<file path="config.mk">
export PLATFORM = sky130hd
export DESIGN_NAME = prr_result_regs
export DESIGN_NICKNAME = d
export VERILOG_FILES = /design/src/hw/prr_pkg.sv /design/src/hw/prr_fifo_if.sv /design/src/hw/prr_fifo.sv /design/src/hw/prr_result_regs.sv
export VERILOG_INCLUDE_DIRS = /design/src /design/src/hw
export SDC_FILE = /design/constraint.sdc
export NUM_CORES = 1
export LEC_CHECK = 0
export ABC_AREA = 0
export BUFFER_PORTS_ARGS = -buffer_cell sky130_fd_sc_hd__buf_2
export CAP_MARGIN = 5
export CORE_ASPECT_RATIO = 0.9
export CORE_UTILIZATION = 35
export CTS_BUF_LIST = sky130_fd_sc_hd__clkbuf_8
export DETAILED_ROUTE_END_ITERATION = 7
export GPL_TIMING_DRIVEN = 0
export PLACE_DENSITY = 0.57
export RECOVER_POWER = 25
export SETUP_SLACK_MARGIN = 0.4
export SLEW_MARGIN = 20
export SYNTH_ARGS = -nofsm -noshare
export SYNTH_HDL_FRONTEND = slang
export SYNTH_HIERARCHICAL = 1
export SYNTH_SLANG_ARGS = --single-unit
</file>
<file path="constraint.sdc">
create_clock -name ref_clk -period 4.08 [get_ports ref_clk]
set_input_delay 0.612 -clock ref_clk [delete_from_list [all_inputs] [get_ports ref_clk]]
set_output_delay 0.612 -clock ref_clk [all_outputs]
set_load 0.01 [all_outputs]
</file>
<file path="src/hw/prr_consts.svh">
`ifndef PRR_CONSTS_SVH
`define PRR_CONSTS_SVH

// Register addresses on the serial register port
`define PRR_ADDR_PACE 8'h1A
`define PRR_ADDR_RMAG 8'h1B
`define PRR_ADDR_RPH 8'h1C
`define PRR_ADDR_ELECTRODE_DISCONNECT_STATUS 8'h1D

// Result word layout
`define PRR_WORD_W 32
`define PRR_DATA_W 24
`define PRR_HALF_W 16
`define PRR_ADDR_LSB 24
`define PRR_ADDR_W 8

// Pace field positions, channel n at base 8*n
`define PRR_PACE_STRIDE 8
`define PRR_PACE_DET_OFS 7
`define PRR_PACE_WID_OFS 4
`define PRR_PACE_HGT_OFS 0
`define PRR_PACE_WID_W 3
`define PRR_PACE_HGT_W 4
`define PRR_PACE_CH 3

`define PRR_RESET_VAL 24'h000000

// Phase reference codes
`define PRR_PH_QUARTER 24'h400000
`define PRR_PH_HALF 24'h800000
`define PRR_PH_3QUARTER 24'hC00000

// Frame rate and system clock rates in Hz
`define PRR_FRAME_RATE_HZ 128000
`define PRR_CLK_HZ 25000000

`endif

</file>
<file path="src/hw/prr_pkg.sv">
package prr_pkg;
   typedef enum logic [1:0] {
      PRR_ST_IDLE = 2'b00,
      PRR_ST_HIGH = 2'b01,
      PRR_ST_LOW = 2'b11
   } prr_state_e;

   typedef struct packed {
      logic detected;
      logic [2:0] width_code;
      logic [3:0] height_code;
   } prr_pace_ch_s;
endpackage

</file>
<file path="src/hw/prr_fifo_if.sv">
`timescale 1ns/1ps
`default_nettype none
interface prr_fifo_if #(
   parameter int WIDTH = 16
);
   logic in_valid;
   logic in_ready;
   logic [WIDTH-1:0] in_data;
   logic out_valid;
   logic out_ready;
   logic [WIDTH-1:0] out_data;
   modport fill (output in_valid, output in_data, input in_ready,
                 input out_valid, input out_data, output out_ready);
   modport store (input in_valid, input in_data, output in_ready,
                  output out_valid, output out_data, input out_ready);
endinterface
`default_nettype wire

</file>
<file path="src/hw/prr_fifo.sv">
`timescale 1ns/1ps
`default_nettype none
module prr_fifo #(
   parameter int WIDTH = 16,
   parameter int DEPTH = 32
) (
   input wire logic ref_clk,
   input wire logic rst,
   prr_fifo_if.store port
);
   localparam int AW = $clog2(DEPTH);
   logic [WIDTH-1:0] mem_q [DEPTH];
   logic [WIDTH-1:0] mem_d [DEPTH];
   logic [AW-1:0] wr_q, wr_d, rd_q, rd_d;
   logic [AW:0] cnt_q, cnt_d;
   logic push, pop;

   always_comb begin
      push = port.in_valid && (cnt_q != (AW+1)'(DEPTH));
      pop = port.out_ready && (cnt_q != '0);
      mem_d = mem_q;
      wr_d = wr_q;
      rd_d = rd_q;
      if (push) begin
         mem_d[wr_q] = port.in_data;
         wr_d = (wr_q == AW'(DEPTH - 1)) ? '0 : wr_q + AW'(1);
      end
      if (pop) begin
         rd_d = (rd_q == AW'(DEPTH - 1)) ? '0 : rd_q + AW'(1);
      end
      cnt_d = cnt_q + (AW+1)'(push) - (AW+1)'(pop);
   end

   always_ff @(posedge ref_clk) begin
      if (rst) begin
         wr_q <= '0;
         rd_q <= '0;
         cnt_q <= '0;
      end else begin
         wr_q <= wr_d;
         rd_q <= rd_d;
         cnt_q <= cnt_d;
      end
      mem_q <= mem_d;
   end

   assign port.in_ready = (cnt_q != (AW+1)'(DEPTH));
   assign port.out_valid = (cnt_q != '0);
   assign port.out_data = mem_q[rd_q];

   a_fifo_no_overrun: assert property (@(posedge ref_clk) disable iff (rst)
      cnt_q == (AW+1)'(DEPTH) |=> cnt_q <= (AW+1)'(DEPTH))
      else $error("fifo count above depth");
endmodule
`default_nettype wire

</file>
<file path="src/hw/prr_result_regs.sv">
`timescale 1ns/1ps
`default_nettype none
`include "prr_consts.svh"
module prr_result_regs #(
   parameter bit FULL_FEATURE = 1'b1,
   parameter int FIFO_DEPTH = 32
) (
   input wire logic ref_clk,
   input wire logic rst,
   input wire logic frame_tick,
   input wire logic fast_rate,
   input wire logic [`PRR_PACE_CH-1:0] pace_trail,
   input wire logic [`PRR_PACE_CH*`PRR_PACE_WID_W-1:0] pace_width_code,
   input wire logic [`PRR_PACE_CH*`PRR_PACE_HGT_W-1:0] pace_height_code,
   input wire logic resp_valid,
   input wire logic [`PRR_DATA_W-1:0] resp_magnitude,
   input wire logic [`PRR_DATA_W-1:0] resp_phase,
   input wire logic [`PRR_DATA_W-1:0] electrode_disconnect_status,
   input wire logic rd_req,
   input wire logic wr_req,
   input wire logic [`PRR_ADDR_W-1:0] reg_addr,
   input wire logic [`PRR_WORD_W-1:0] reg_wdata,
   output logic rd_valid,
   output logic [`PRR_WORD_W-1:0] rd_word,
   output logic frm_valid,
   output logic [`PRR_HALF_W-1:0] frm_half,
   input wire logic frm_ready,
   output logic frm_stall
);
   // The frame tick and pace trail pins are asynchronous and pass two stages first; the width and height codes are sampled directly
   logic tick_s1_q, tick_s2_q, tick_s3_q;
   logic [`PRR_PACE_CH-1:0] trail_s1_q, trail_s2_q, trail_s3_q;
   logic [`PRR_DATA_W-1:0] pace_acc_q, pace_acc_d;
   logic [`PRR_DATA_W-1:0] pace_q, pace_d;
   logic [`PRR_DATA_W-1:0] rmag_q, rmag_d, rph_q, rph_d, electrode_disconnect_status_q, electrode_disconnect_status_d;
   logic rd_valid_q, rd_valid_d;
   logic [`PRR_WORD_W-1:0] rd_word_q, rd_word_d;
   logic frm_valid_q, frm_valid_d, frm_stall_q, frm_stall_d;
   logic [`PRR_HALF_W-1:0] frm_half_q, frm_half_d;
   logic tick_rise;
   logic [`PRR_PACE_CH-1:0] trail_rise;
   prr_pkg::prr_state_e st_q, st_d;
   logic [`PRR_WORD_W-1:0] word_q, word_d;
   logic fill_valid;
   logic [`PRR_HALF_W-1:0] fill_data;
   logic out_ready_d;

   prr_fifo_if #(.WIDTH(`PRR_HALF_W)) fif ();
   prr_fifo #(.WIDTH(`PRR_HALF_W), .DEPTH(FIFO_DEPTH)) u_fifo (
      .ref_clk(ref_clk),
      .rst(rst),
      .port(fif)
   );

   function automatic logic [`PRR_WORD_W-1:0] tag_word(input logic [`PRR_ADDR_W-1:0] a,
                                                       input logic [`PRR_DATA_W-1:0] d);
      tag_word = {a, d};
   endfunction

   always_ff @(posedge ref_clk) begin
      if (rst) begin
         tick_s1_q <= '0;
         trail_s1_q <= '0;
         trail_s2_q <= '0;
         trail_s3_q <= '0;
         tick_s2_q <= '0;
         tick_s3_q <= '0;
      end else begin
         tick_s1_q <= frame_tick;
         tick_s2_q <= tick_s1_q;
         tick_s3_q <= tick_s2_q;
         trail_s1_q <= pace_trail;
         trail_s2_q <= trail_s1_q;
         trail_s3_q <= trail_s2_q;
      end
   end

   assign tick_rise = tick_s2_q && !tick_s3_q;
   assign trail_rise = trail_s2_q & ~trail_s3_q;

   // Result capture; the frame tick closes one frame and opens the next
   always_comb begin
      pace_acc_d = tick_rise ? `PRR_RESET_VAL : pace_acc_q;
      for (int c = 0; c < `PRR_PACE_CH; c++) begin
         if (trail_rise[c]) begin
            pace_acc_d[c*`PRR_PACE_STRIDE + `PRR_PACE_DET_OFS] = 1'b1;
            pace_acc_d[c*`PRR_PACE_STRIDE + `PRR_PACE_WID_OFS +: `PRR_PACE_WID_W] =
               pace_width_code[c*`PRR_PACE_WID_W +: `PRR_PACE_WID_W];
            pace_acc_d[c*`PRR_PACE_STRIDE + `PRR_PACE_HGT_OFS +: `PRR_PACE_HGT_W] =
               pace_height_code[c*`PRR_PACE_HGT_W +: `PRR_PACE_HGT_W];
         end
      end
      // Finished frame becomes visible; an edge in the tick cycle counts in the next frame
      pace_d = tick_rise ? pace_acc_q : pace_q;
      rmag_d = resp_valid ? resp_magnitude : rmag_q;
      rph_d = resp_valid ? resp_phase : rph_q;
      electrode_disconnect_status_d = tick_rise ? electrode_disconnect_status : electrode_disconnect_status_q;
      if (!FULL_FEATURE) begin
         pace_acc_d = `PRR_RESET_VAL;
         pace_d = `PRR_RESET_VAL;
         rmag_d = `PRR_RESET_VAL;
         rph_d = `PRR_RESET_VAL;
      end
   end

   always_ff @(posedge ref_clk) begin
      if (rst) begin
         pace_acc_q <= `PRR_RESET_VAL;
         pace_q <= `PRR_RESET_VAL;
         rmag_q <= `PRR_RESET_VAL;
         rph_q <= `PRR_RESET_VAL;
         electrode_disconnect_status_q <= `PRR_RESET_VAL;
      end else begin
         pace_acc_q <= pace_acc_d;
         pace_q <= pace_d;
         rmag_q <= rmag_d;
         rph_q <= rph_d;
         electrode_disconnect_status_q <= electrode_disconnect_status_d;
      end
   end

   // Register reads return the full 32-bit word at any rate; writes are dropped
   always_comb begin
      rd_valid_d = rd_req && !wr_req;
      rd_word_d = '0;
      case (reg_addr)
         `PRR_ADDR_PACE: rd_word_d = tag_word(reg_addr, pace_q);
         `PRR_ADDR_RMAG: rd_word_d = tag_word(reg_addr, rmag_q);
         `PRR_ADDR_RPH: rd_word_d = tag_word(reg_addr, rph_q);
         `PRR_ADDR_ELECTRODE_DISCONNECT_STATUS: rd_word_d = tag_word(reg_addr, electrode_disconnect_status_q);
         default: rd_word_d = tag_word(reg_addr, `PRR_RESET_VAL);
      endcase
      if (!rd_valid_d) begin
         rd_word_d = rd_word_q;
      end
   end

   always_ff @(posedge ref_clk) begin
      if (rst) begin
         rd_valid_q <= 1'b0;
         rd_word_q <= '0;
      end else begin
         rd_valid_q <= rd_valid_d;
         rd_word_q <= rd_word_d;
      end
   end

   // Fast-rate framing: each frame whose tick finds the framer idle splits the pace and magnitude words into halves
   always_comb begin
      st_d = st_q;
      word_d = word_q;
      fill_valid = 1'b0;
      fill_data = '0;
      case (st_q)
         prr_pkg::PRR_ST_IDLE: begin
            if (tick_rise && fast_rate && FULL_FEATURE) begin
               word_d = tag_word(`PRR_ADDR_PACE, pace_acc_q);
               st_d = prr_pkg::PRR_ST_HIGH;
            end
         end
         prr_pkg::PRR_ST_HIGH: begin
            fill_valid = 1'b1;
            fill_data = word_q[`PRR_WORD_W-1 -: `PRR_HALF_W];
            if (fif.in_ready) begin
               st_d = prr_pkg::PRR_ST_LOW;
            end
         end
         prr_pkg::PRR_ST_LOW: begin
            fill_valid = 1'b1;
            fill_data = word_q[`PRR_HALF_W-1:0];
            if (fif.in_ready) begin
               if (word_q[`PRR_WORD_W-1 -: `PRR_ADDR_W] == `PRR_ADDR_PACE) begin
                  word_d = tag_word(`PRR_ADDR_RMAG, rmag_q);
                  st_d = prr_pkg::PRR_ST_HIGH;
               end else begin
                  st_d = prr_pkg::PRR_ST_IDLE;
               end
            end
         end
         default: st_d = prr_pkg::PRR_ST_IDLE;
      endcase
   end

   always_ff @(posedge ref_clk) begin
      if (rst) begin
         st_q <= prr_pkg::PRR_ST_IDLE;
         word_q <= '0;
      end else begin
         st_q <= st_d;
         word_q <= word_d;
      end
   end

   assign fif.in_valid = fill_valid;
   assign fif.in_data = fill_data;
   // Registered outputs, but the pop uses this cycle's frm_ready; skid avoided by popping only
   // when no half is held or the held half is taken in this cycle
   assign out_ready_d = fif.out_valid && (!frm_valid_q || frm_ready);
   assign fif.out_ready = out_ready_d;

   always_comb begin
      frm_valid_d = frm_valid_q;
      frm_half_d = frm_half_q;
      if (out_ready_d) begin
         frm_valid_d = 1'b1;
         frm_half_d = fif.out_data;
      end else if (frm_ready) begin
         frm_valid_d = 1'b0;
      end
      frm_stall_d = fill_valid && !fif.in_ready;
   end

   always_ff @(posedge ref_clk) begin
      if (rst) begin
         frm_valid_q <= 1'b0;
         frm_half_q <= '0;
         frm_stall_q <= 1'b0;
      end else begin
         frm_valid_q <= frm_valid_d;
         frm_half_q <= frm_half_d;
         frm_stall_q <= frm_stall_d;
      end
   end

   assign rd_valid = rd_valid_q;
   assign rd_word = rd_word_q;
   assign frm_valid = frm_valid_q;
   assign frm_half = frm_half_q;
   assign frm_stall = frm_stall_q;

   a_write_no_effect: assert property (@(posedge ref_clk) disable iff (rst)
      wr_req && !resp_valid && !tick_rise |=> $stable(rmag_q) && $stable(pace_q))
      else $error("write altered a result");
   a_pace_flag_set: assert property (@(posedge ref_clk) disable iff (rst)
      trail_rise[0] && !tick_rise && FULL_FEATURE |=> pace_acc_q[`PRR_PACE_DET_OFS])
      else $error("pace flag not set");
   a_width_code_cap: assert property (@(posedge ref_clk) disable iff (rst)
      trail_rise[1] && !tick_rise && FULL_FEATURE |=>
      pace_acc_q[`PRR_PACE_STRIDE + `PRR_PACE_WID_OFS +: `PRR_PACE_WID_W]
      == $past(pace_width_code[`PRR_PACE_WID_W +: `PRR_PACE_WID_W]))
      else $error("width code wrong");
   a_height_code_cap: assert property (@(posedge ref_clk) disable iff (rst)
      trail_rise[2] && !tick_rise && FULL_FEATURE |=>
      pace_acc_q[2*`PRR_PACE_STRIDE +: `PRR_PACE_HGT_W]
      == $past(pace_height_code[2*`PRR_PACE_HGT_W +: `PRR_PACE_HGT_W]))
      else $error("height code wrong");
   a_read_full_word: assert property (@(posedge ref_clk) disable iff (rst)
      rd_req && !wr_req && reg_addr == `PRR_ADDR_RMAG |=>
      rd_valid && rd_word == {`PRR_ADDR_RMAG, $past(rmag_q)})
      else $error("read word wrong");
   a_phase_capture: assert property (@(posedge ref_clk) disable iff (rst)
      resp_valid && FULL_FEATURE |=> rph_q == $past(resp_phase))
      else $error("phase not captured");
   a_reduced_silent: assert property (@(posedge ref_clk) disable iff (rst)
      !FULL_FEATURE |-> pace_q == '0 && rmag_q == '0 && rph_q == '0)
      else $error("reduced variant shows results");
   a_half_order: assert property (@(posedge ref_clk) disable iff (rst)
      st_q == prr_pkg::PRR_ST_HIGH && fif.in_ready |=> st_q == prr_pkg::PRR_ST_LOW
      && fill_data == $past(word_q[`PRR_HALF_W-1:0]))
      else $error("halves out of order");
   a_detail_addr: assert property (@(posedge ref_clk) disable iff (rst)
      rd_req && !wr_req && reg_addr == `PRR_ADDR_PACE |=> rd_word[`PRR_DATA_W-1:0]
      == $past(pace_q))
      else $error("pace read wrong");
   a_frame_latch: assert property (@(posedge ref_clk) disable iff (rst)
      tick_rise && FULL_FEATURE |=> pace_q == $past(pace_acc_q))
      else $error("pace word not latched at frame edge");
   a_frame_clear: assert property (@(posedge ref_clk) disable iff (rst)
      tick_rise && trail_rise == '0 |=> pace_acc_q == `PRR_RESET_VAL)
      else $error("pace flags not cleared for new frame");
   a_mag_capture: assert property (@(posedge ref_clk) disable iff (rst)
      resp_valid && FULL_FEATURE |=> rmag_q == $past(resp_magnitude))
      else $error("magnitude not captured");
   a_no_spurious_read: assert property (@(posedge ref_clk) disable iff (rst)
      (!rd_req || wr_req) |=> !rd_valid)
      else $error("answer without a read");
   a_read_word_held: assert property (@(posedge ref_clk) disable iff (rst)
      !rd_valid |-> $stable(rd_word))
      else $error("read word changed without a read");
   a_reset_clean: assert property (@(posedge ref_clk) disable iff (rst)
      $past(rst) |-> !rd_valid && rd_word == '0 && !frm_valid && !frm_stall && pace_q == '0)
      else $error("state not clear after reset");
   a_high_first: assert property (@(posedge ref_clk) disable iff (rst)
      st_q == prr_pkg::PRR_ST_IDLE && tick_rise && fast_rate && FULL_FEATURE |=>
      fill_data == {`PRR_ADDR_PACE, $past(pace_acc_q[`PRR_DATA_W-1 -: `PRR_ADDR_W])})
      else $error("frame does not open with pace high half");
   a_half_held: assert property (@(posedge ref_clk) disable iff (rst)
      frm_valid && !frm_ready |=> frm_valid && $stable(frm_half))
      else $error("half dropped before it was taken");
   a_stall_flag: assert property (@(posedge ref_clk) disable iff (rst)
      fill_valid && !fif.in_ready |=> frm_stall)
      else $error("stall not flagged while buffer full");
endmodule
`default_nettype wire

</file>
==> results.md, run 1 <==
Status:
- The flow ran to the end, but the final reports show violations.
- The checks that failed: capacitance limit, slew limit.

Clocking:
- Clock-pin slew was measured on the worst setup and hold paths at 0.06 ns.
- The clock reaches the later pin of the worst-skew pair after 0.75 ns.
- The number of hold-repair buffers added at the cts stage is 0.
- The number of sinks on the clock net is between 700 and 800.
- The number of buffers created by CTS is about 110.
- TritonCTS built the clock tree.
- The CTS H-tree depth is 3.
- The largest buffer count on any clock path is 3.
- In this run the clock root is driven by a sky130_fd_sc_hd__clkbuf_8.

Floorplan:
- The die covers approximately 0.085 mm^2.
- The floorplan row count is 100.
- The placeable core region is 0.0831 mm^2.
- In this run the vertical extent of the chip is ~280 um.
- For this configuration, the core starts out at a cell density of between 30% and 40%.
- The number of placed I/O pins is just under 200.
- The floorplan step set the die width to 308 um.

Cells and area:
- The total number of nets in the final design is around 2,500.
- Cells with a size suffix above 1 make up ~22% of the layout.
- The register area is 0.0199 mm^2.
- The number of non-filler instances in the completed layout is approximately 3,500.
- From synthesis to final layout, the design area changed by 17.4%.
- Summing all non-filler instances in the final layout gives an area of around 0.035 mm^2.
- The area of combinational cells with multiple inputs is about 0.0090 mm^2.
- After filler insertion, the fill cell instance count of the layout stands at roughly 7,700.
- In the layout the commonest cells are 512 x sky130_fd_sc_hd__edfxtp_1, 227 x sky130_fd_sc_hd__dfxtp_1, 170 x sky130_fd_sc_hd__mux2i_1.
- The library cell used most frequently in the layout, excluding fill and tap cells, is sky130_fd_sc_hd__edfxtp_1.

Synth:
- The dominant combinational cell family by area after synthesis is multiplexers.
- The gate count of the mapped netlist is between 1,500 and 2,000.
- The flip-flop and latch count after synthesis is around 740.
- Of the post-synthesis cell area, the dominant cell type holds between 50% and 60%.
- Summing the areas of all fa, ha and maj instances in the mapped netlist gives less than 1% of the synthesized area.
- Summing the areas of all compound-gate instances in the mapped netlist gives under 10% of the synthesized area.
- The cell taking the most area after synthesis is sky130_fd_sc_hd__edfxtp_1.
- During synthesis, Yosys emitted a total of 6 warnings.
- In the synthesized netlist the dominant register cell turns out to be sky130_fd_sc_hd__edfxtp_1.
- Dividing the synthesized area by the synthesized cell count gives 14.9 um^2.
- The synthesized netlist net count is roughly 2,100.
- The share of cell area taken by muxes after synthesis is between 10 and 15%.
- The synthesized netlist devotes 0.148% of its cell area to XOR and XNOR gates.
- Summing every instance area after synthesis gives 0.0295 mm^2.
- By area the synthesized netlist is led by sky130_fd_sc_hd__edfxtp_1 52%, sky130_fd_sc_hd__dfxtp_1 15%, sky130_fd_sc_hd__mux4_2 6.6%.
- The sequential fraction of the synthesis area is 67.5%.
- The synthesized-area fraction occupied by and/or/nand/nor cells is 6.62%.
- For this run, asynchronously set or reset flops after synthesis account for 0%.
- The number of library cell types mapped by synthesis is 57.
- The number of enable flip-flop cells after synthesis is 512.

STA:
- The shortest clock period the worst path allows after layout is about 3.6 ns.
- The final count of hold timing violations is 0.
- Setup violations remaining at the end of the flow were counted as 0.
- Derived from the worst setup path, the maximum achievable clock frequency is approximately 270 MHz.
- The worst max-slew margin expressed relative to the limit is -29.0%.
- Of the available clock period, the critical path in the final layout requires about 89%.
- For the pin with the worst max-slew slack, the measured transition is around 1.9 ns.
- The final number of max-transition violations is 79.
- Adding up every negative setup slack in the final design gives 0 ns.
- Setup repair after global routing left no endpoint under its margin.
- The worst-case setup margin in the final layout is about 0.44 ns.
- The post-route clock skew is between 0.04 and 0.05 ns.

Detailed routing:
- The detailed-route via count is 18,300.
- The final layout contains routed wiring with a total length of ~80,000 um.
- The number of vias per cell is 5.18.
- After detailed routing, the average wire length per cell comes to 22.7 um.
- For this run, design rule violations remaining after detail routing come to 0.
- The number of detailed-routing iterations run before antenna repair is 5.
- The post-detailed-route count of antenna-violating nets is 0.
- The detailed router finished its first iteration with around 1,500 violations.

Critical path:
- The endpoint arrival time on the critical path is roughly 3.9 ns.
- Together, buffers and inverters on the worst path number 4.
- The critical setup path kind is flop to flop.
- For this run, the slowest stage of the critical path takes 1.15 ns.
- The kind of launch point of the worst setup path is a flop.
- Traced cell by cell, the critical path runs through clkbuf_1 -> clkbuf_1 -> clkbuf_1 -> mux2i_1 -> nor2b_4 -> dlymetal6s2s_1.
- The largest fanout on the critical path is 32.
- The required time of the critical path is approximately 4.4 ns.
- In this design, the critical path's most frequently occurring cell is sky130_fd_sc_hd__clkbuf_1.
- The kind of cell with the highest combined delay along the critical path is buffers and inverters.
- The worst setup path is captured at a flop.
- The slowest stage of the critical path belongs to the cell sky130_fd_sc_hd__dlymetal6s2s_1.

Power and ir drop:
- The final total power is 0.0174 W.
- The areal power density over the cells is about 500 mW/mm^2.
- In this run the static leakage power is 11.8 nW.
- The worst-case IR drop observed on VDD is about 0.25 mV.

Placement:
- In this run the cell area measured after placement is 0.0326 mm^2.
- The final weighted congestion in routability-driven placement is around 0.85.
- The port buffer count is 160.
- The post-detailed-placement half-perimeter wirelength is 57,200 um.
- The worst-case setup slack after placement is ~0.12 ns.
- Counting tap cells, the placed design contains a total of around 3,300 instances.

Global routing:
- In the global route stage, overall resource usage came out at ~19%.
- For this run the aggregate overflow at the end of global routing stands at 0.
- The first global-routing pass estimated roughly 120,000 um of wire.
- The number of antenna violations at the first check in global routing is 9.
- The via count of the first global-routing pass came to ~18,000.
- The maximum number of pins on one net before global-route repair is 33.

Job:
- The max-capacitance violation count is 4.

Min path:
- The type of the most critical hold path is primary input to flop.
==> synthesized netlist by cell type (all sizes together) (4+ instances only) <==
cell type / number
o221ai: 16
inv: 16
mux4: 96
clkbuf: 71
edfxtp: 512
mux2: 24
ha: 16
buf: 74
xnor2: 5
nor2b: 56
o22ai: 39
a22o: 40
nor2: 90
a21bo: 24
o21ai: 22
nand2: 149
nand3b: 4
nand3: 69
nand2b: 10
nor4: 4
and3: 6
nor3: 4
mux2i: 170
a21oi: 165
a22oi: 16
dfxtp: 227
a31oi: 4
a2111oi: 15
==> metrics by stage <==
step | utilization, % | hold WS (ns)
final | 41.7 | 0.119
after CTS | 41.9 | 0.0566
after floorplan | - | 0.414
after global routing | 41.7 | 0.0775
after global placement | 38.2 | 0.422
after detailed placement | 39.3 | 0.425
==> power breakdown <==
| group | leakage, nW | internal (W) | total (W) | switching (W) |
|---|---|---|---|---|
| registers | 6.63 | 0.00810 | 0.00823 | 0.000122 |
| clock network | 1.23 | 0.00296 | 0.00589 | 0.00293 |
| logic | 3.91 | 0.00136 | 0.00325 | 0.00190 |
==> worst register-to-register path: cells and delay by family (launching register included) <==
kind	cells	cell delay, ns
simple gates	1	0.15
mux	1	0.26
buf+inv	4	2.48
flops	1	0.32
==> final timing paths <==
path                                          startpoint                   endpoint  slack, ns  depth (start not counted)
worst min register to register  trail_s1_q[2]$_SDFF_PP0_   trail_s2_q[2]$_SDFF_PP0_       0.44                          1
worst min-delay path                       resp_phase[6]      rph_q[6]$_SDFFE_PP0P_       0.12                          3
worst max-delay path                st_q[1]$_SDFFE_PP0P_  u_fifo/mem_q[5]$_DFFE_PP_       0.44                          6
worst max register to register      st_q[1]$_SDFFE_PP0P_  u_fifo/mem_q[5]$_DFFE_PP_       0.44                          6
==> cells by family (layout without fill, tap and decap cells) <==
family,Yosys count,after routing
XOR/XNOR,5,5
flip-flops,739,739
AND/OR/NAND/NOR,412,412
adder cells (fa/ha/maj),17,17
other,0,9
buffers and inverters,161,579
AO/OA/AOI/OAI,353,353
multiplexers,290,290
==> timing repair <==
item,CTS,global route
setup buffers,0,0
endpoints found under the setup margin,5,5
gates resized for setup,3,6
gates cloned,0,0
==> routing by layer <==
layer  routed length [um]  share of wire [%]  track usage (%)  vias to the layer above
li1                     -                  -                -                     8238
met1                34200                 43             24.8                     9229
met2                37800                 47             29.5                      644
met3                 5700                7.1             4.16                      148
met4                 2550                3.2             6.71                        0
met5                    0                  0                0                        -
==> cell type report <==
class / instances / area share [%]
Multi-Input combinational cell: 1077 / 25.9
Clock buffer: 125 / 4.97
Tap cell: 1122 / 4.05
Timing Repair Buffer: 210 / 3.96
Antenna cell: 9 / 0.0650
Inverter: 16 / 0.173
Clock inverter: 83 / 1.27
Sequential cell: 739 / 57.5
Buffer: 145 / 2.08
==> registers in the layout (all words and copies together) (netlist names), 5 cells and up <==
register,cells
rph_q,24
pace_acc_q,24
u_fifo/mem_q,512
rd_word,32
u_fifo/cnt_q,6
u_fifo/rd_q,5
frm_half,16
word_q,26
pace_q,24
electrode_disconnect_status_q,24
rmag_q,24
u_fifo/wr_q,5
No activity file was read; power rests on OpenSTA's default activity.
==> inputs of run 2 (changes only) <==
--- a/config.mk
+++ b/config.mk
@@ -14,10 +14,9 @@
 export CTS_BUF_LIST = sky130_fd_sc_hd__clkbuf_8
 export DETAILED_ROUTE_END_ITERATION = 7
 export GPL_TIMING_DRIVEN = 0
-export PLACE_DENSITY = 0.57
+export PLACE_DENSITY = 0.59
 export RECOVER_POWER = 25
 export SETUP_SLACK_MARGIN = 0.4
-export SLEW_MARGIN = 20
 export SYNTH_ARGS = -nofsm -noshare
 export SYNTH_HDL_FRONTEND = slang
 export SYNTH_HIERARCHICAL = 1
==> run 2 against run 1 <==
Net effect: the run still ends with capacitance limit, slew limit left; cell area decreased by 0.23%; sequential share of layout area grew 0.14 points; highest routed layer unchanged; wire length fell by 1.9%; worst setup slack improved by 0.15 ns; sequential cell count stayed put.
==> results.md, run 2 (same netlist as run 1, synthesis figures left out) <==
Detailed routing:
- The violation count after the first detailed-route iteration came to 1,944 (+29%).
- The post-detailed-route count of antenna-violating nets came to 0 (unchanged).
- The detailed-route via count is 18,200 (-0.51%).
- The number of detailed-routing iterations run before antenna repair was 7 (+2).
- The number of vias per cell is 5.17 (-0.23%).
- The number of design rule violations left after detail routing was 0 (unchanged).
- The average wire length per cell after detail routing is 22.4 um (-1.6%).
- The overall routed net length is 78,700 um (-1.9%).

STA:
- The final count of hold timing violations is 0 (unchanged).
- The worst max-slew margin expressed relative to the limit is -22.9% (+6.1 points).
- The worst hold margin is 0.113 ns (-0.00613 ns).
- The final number of max-transition violations was 17 (-78%).
- Setup repair after global routing left no endpoint under its margin.
- The total negative setup slack is 0 ns (unchanged).
- The period utilization is 85.4% (-3.8 points).
- The slew at the pin closest to its max-slew limit came to 1.84 ns (-0.0953 ns).
- The total setup violations reported at the end of the flow is 0 (unchanged).
- The shortest clock period the worst path allows after layout was 3.48 ns (-0.153 ns).
- The maximum frequency from static timing analysis was 287 MHz (+4.4%).
- The post-route clock skew is 0.0343 ns (-0.0135 ns).

Placement:
- The port buffer count is 160 (unchanged).
- The final weighted congestion in routability-driven placement is 0.889 (+5.2%).
- The post-placement cell area came to 0.0325 mm^2 (-0.43%).
- The post-detailed-placement half-perimeter wirelength came to 55,800 um (-2.4%).

Min path:
- The type of the most critical hold path is primary input to flop.
- The cell count of the worst hold path was 2 (-1).

Critical path:
- The required time of the critical path is 4.65 ns (+0.29 ns).
- The number of cells traversed by the worst register-to-register path is 17 (+11).
- The cell family contributing the most delay on the critical path is adder cells.
- The worst setup path is captured at a flop.
- The total buffers and inverters traversed by the critical path is 6 (+2).
- The critical setup path kind is flop to flop.
- The endpoint arrival time on the critical path came to 4.06 ns (+0.14 ns).
- The largest fanout on the critical path came to 10 (-69%).
- The delay of the slowest cell on the worst path is 0.41 ns (-0.74 ns).
- The number of logic stages on the critical path including buffering is 17 (+11).
- Walking the worst path, the cells encountered are inv_1 -> ha_1 -> nand4bb_4 -> clkbuf_4 -> clkinvlp_4 -> clkbuf_2 -> nor2_4 -> nand2_1 -> inv_1 -> ha_1 -> inv_1 -> ha_1 -> fa_1 -> a21oi_1 -> o21bai_1 -> xnor2_1 -> nor2_1.
- The slowest library cell on the worst path is sky130_fd_sc_hd__fa_1.
- The worst setup path is launched from a flop.

Global routing:
- The maximum number of pins on one net before global-route repair is 33 (unchanged).
- The number of antenna violations at the first check in global routing was 4 (-5).
- The combined global-route utilization of all metal layers was 18.3% (-0.30 points).
- The wire length of the first global-routing pass is 116,000 um (-1.0%).
- The via count of the first global-routing pass was 18,500 (-0.043%).
- The total congestion overflow after global routing is 0 (unchanged).

Floorplan:
- The number of placed I/O pins is 195 (unchanged).
- The placeable core region was 0.0831 mm^2 (unchanged).
- The effective utilization at floorplan is 35.5% (unchanged).
- The overall die area is 0.0855 mm^2 (unchanged).
- The chip height is 277 um (unchanged).
- The floorplan row count is 100 (unchanged).
- The die span in x is 308 um (unchanged).

Power and ir drop:
- The largest voltage drop on the vdd net is 0.279 mV (+11%).
- The areal power density over the cells is 502 mW/mm^2 (+0.15%).
- The leakage power is 11.8 nW (about the same).

Cells and area:
- The ratio of cells with drive above 1 in the final layout is 22.0% (-0.26 points).
- The area growth from synthesis to layout is 17.1%.
- The register bank with the most flops is u_fifo/mem_q.
- The most frequent standard cell in the layout excluding fill and tap cells is sky130_fd_sc_hd__edfxtp_1.
- The post-layout instance area is 0.0346 mm^2 (-0.23%).
- The utilization of the core after routing is 41.6% (-0.098 points).
- The count of fill cells added during filler insertion is 7,726 (+0.95%).
- The number of flip-flops under the largest register name was 512 (unchanged).
- The total number of nets in the final design is 2,452 (-0.49%).
- In the layout the commonest cells are 512 x sky130_fd_sc_hd__edfxtp_1, 227 x sky130_fd_sc_hd__dfxtp_1, 170 x sky130_fd_sc_hd__mux2i_1.

Job:
- The max-capacitance violation count came to 1 (-3).

Clocking:
- The number of sinks on the clock net is 739 (unchanged).
- The number of buffers created by CTS is 112 (-1.8%).
- TritonCTS built the clock tree.
- The largest buffer count on any clock path is 3 (unchanged).
- The clock root buffer is sky130_fd_sc_hd__clkbuf_8.
- The number of hold-repair buffers added at the cts stage came to 0 (unchanged).
- The CTS H-tree depth came to 3 (unchanged).
- The worst-skew pair later-pin latency is 0.74 ns (about the same).
- The clock slew seen by the registers of the worst setup and hold paths was 0.06 ns (about the same).

Status:
- The checks that failed: capacitance limit, slew limit.
- The flow ran to the end, but the final reports show violations.
run 2: path summary, 6_finish.rpt:
kind                                            startpoint                          to  slack, ns
worst max-delay path            u_fifo/cnt_q[4]$_SDFF_PP0_  u_fifo/cnt_q[4]$_SDFF_PP0_       0.60
worst min-delay path                            frame_tick        tick_s1_q$_SDFF_PP0_       0.11
worst max register to register  u_fifo/cnt_q[4]$_SDFF_PP0_  u_fifo/cnt_q[4]$_SDFF_PP0_       0.60
worst min register to register    trail_s1_q[1]$_SDFF_PP0_    trail_s2_q[1]$_SDFF_PP0_       0.44
run 2: repair_timing:
action / 4_1_cts / 5_1_grt
endpoints found under the hold margin: 0 / 0
pin swaps: 0 / 0
cloned: 0 / 0
setup buffers: 1 / 0
setup endpoints to repair: 7 / 3
gates resized for setup: 6 / 3
run 2: area by class of cell:
| cell class | count | area [um^2] | share of cell area [%] |
|---|---|---|---|
| clock buffer | 131 | 1800 | 5.22 |
| tap | 1122 | 1400 | 4.06 |
| timing repair buffer | 200 | 1320 | 3.81 |
| clock inverter | 79 | 357 | 1.03 |
| multi-input combinational | 1077 | 8950 | 25.9 |
| buffer | 145 | 723 | 2.09 |
| antenna | 7 | 17.5 | 0.0507 |
| sequential | 739 | 19900 | 57.6 |
| inverter | 16 | 63.8 | 0.185 |
run 2: metrics by stage:
stage / worst slack [ns] / std cells / power [W]
global route: 0.427 / 3513 / 0.0180
global placement: -1.33 / 3259 / 0.0116
finish: 0.596 / 3516 / 0.0174
CTS: 0.524 / 3509 / 0.0175
floorplan: 0.734 / 1977 / 0.0105
detailed placement: -0.332 / 3298 / 0.0117
run 2: routing by layer:
metal | up-vias | share of wire, % | track usage [%]
met1 | 9271 | 43 | 24.3
met3 | 122 | 5.6 | 3.23
met4 | 0 | 2.0 | 5.35
met5 | - | 0 | 0
li1 | 8226 | - | -
met2 | 546 | 49 | 30.5
run 2: power by group:
group	internal, W	total [W]	leakage [nW]	switching, W
clock network	0.00298	0.00582	1.30	0.00284
registers	0.00810	0.00823	6.63	0.000124
logic	0.00137	0.00331	3.84	0.00194
total	0.0125	0.0174	11.8	0.00490
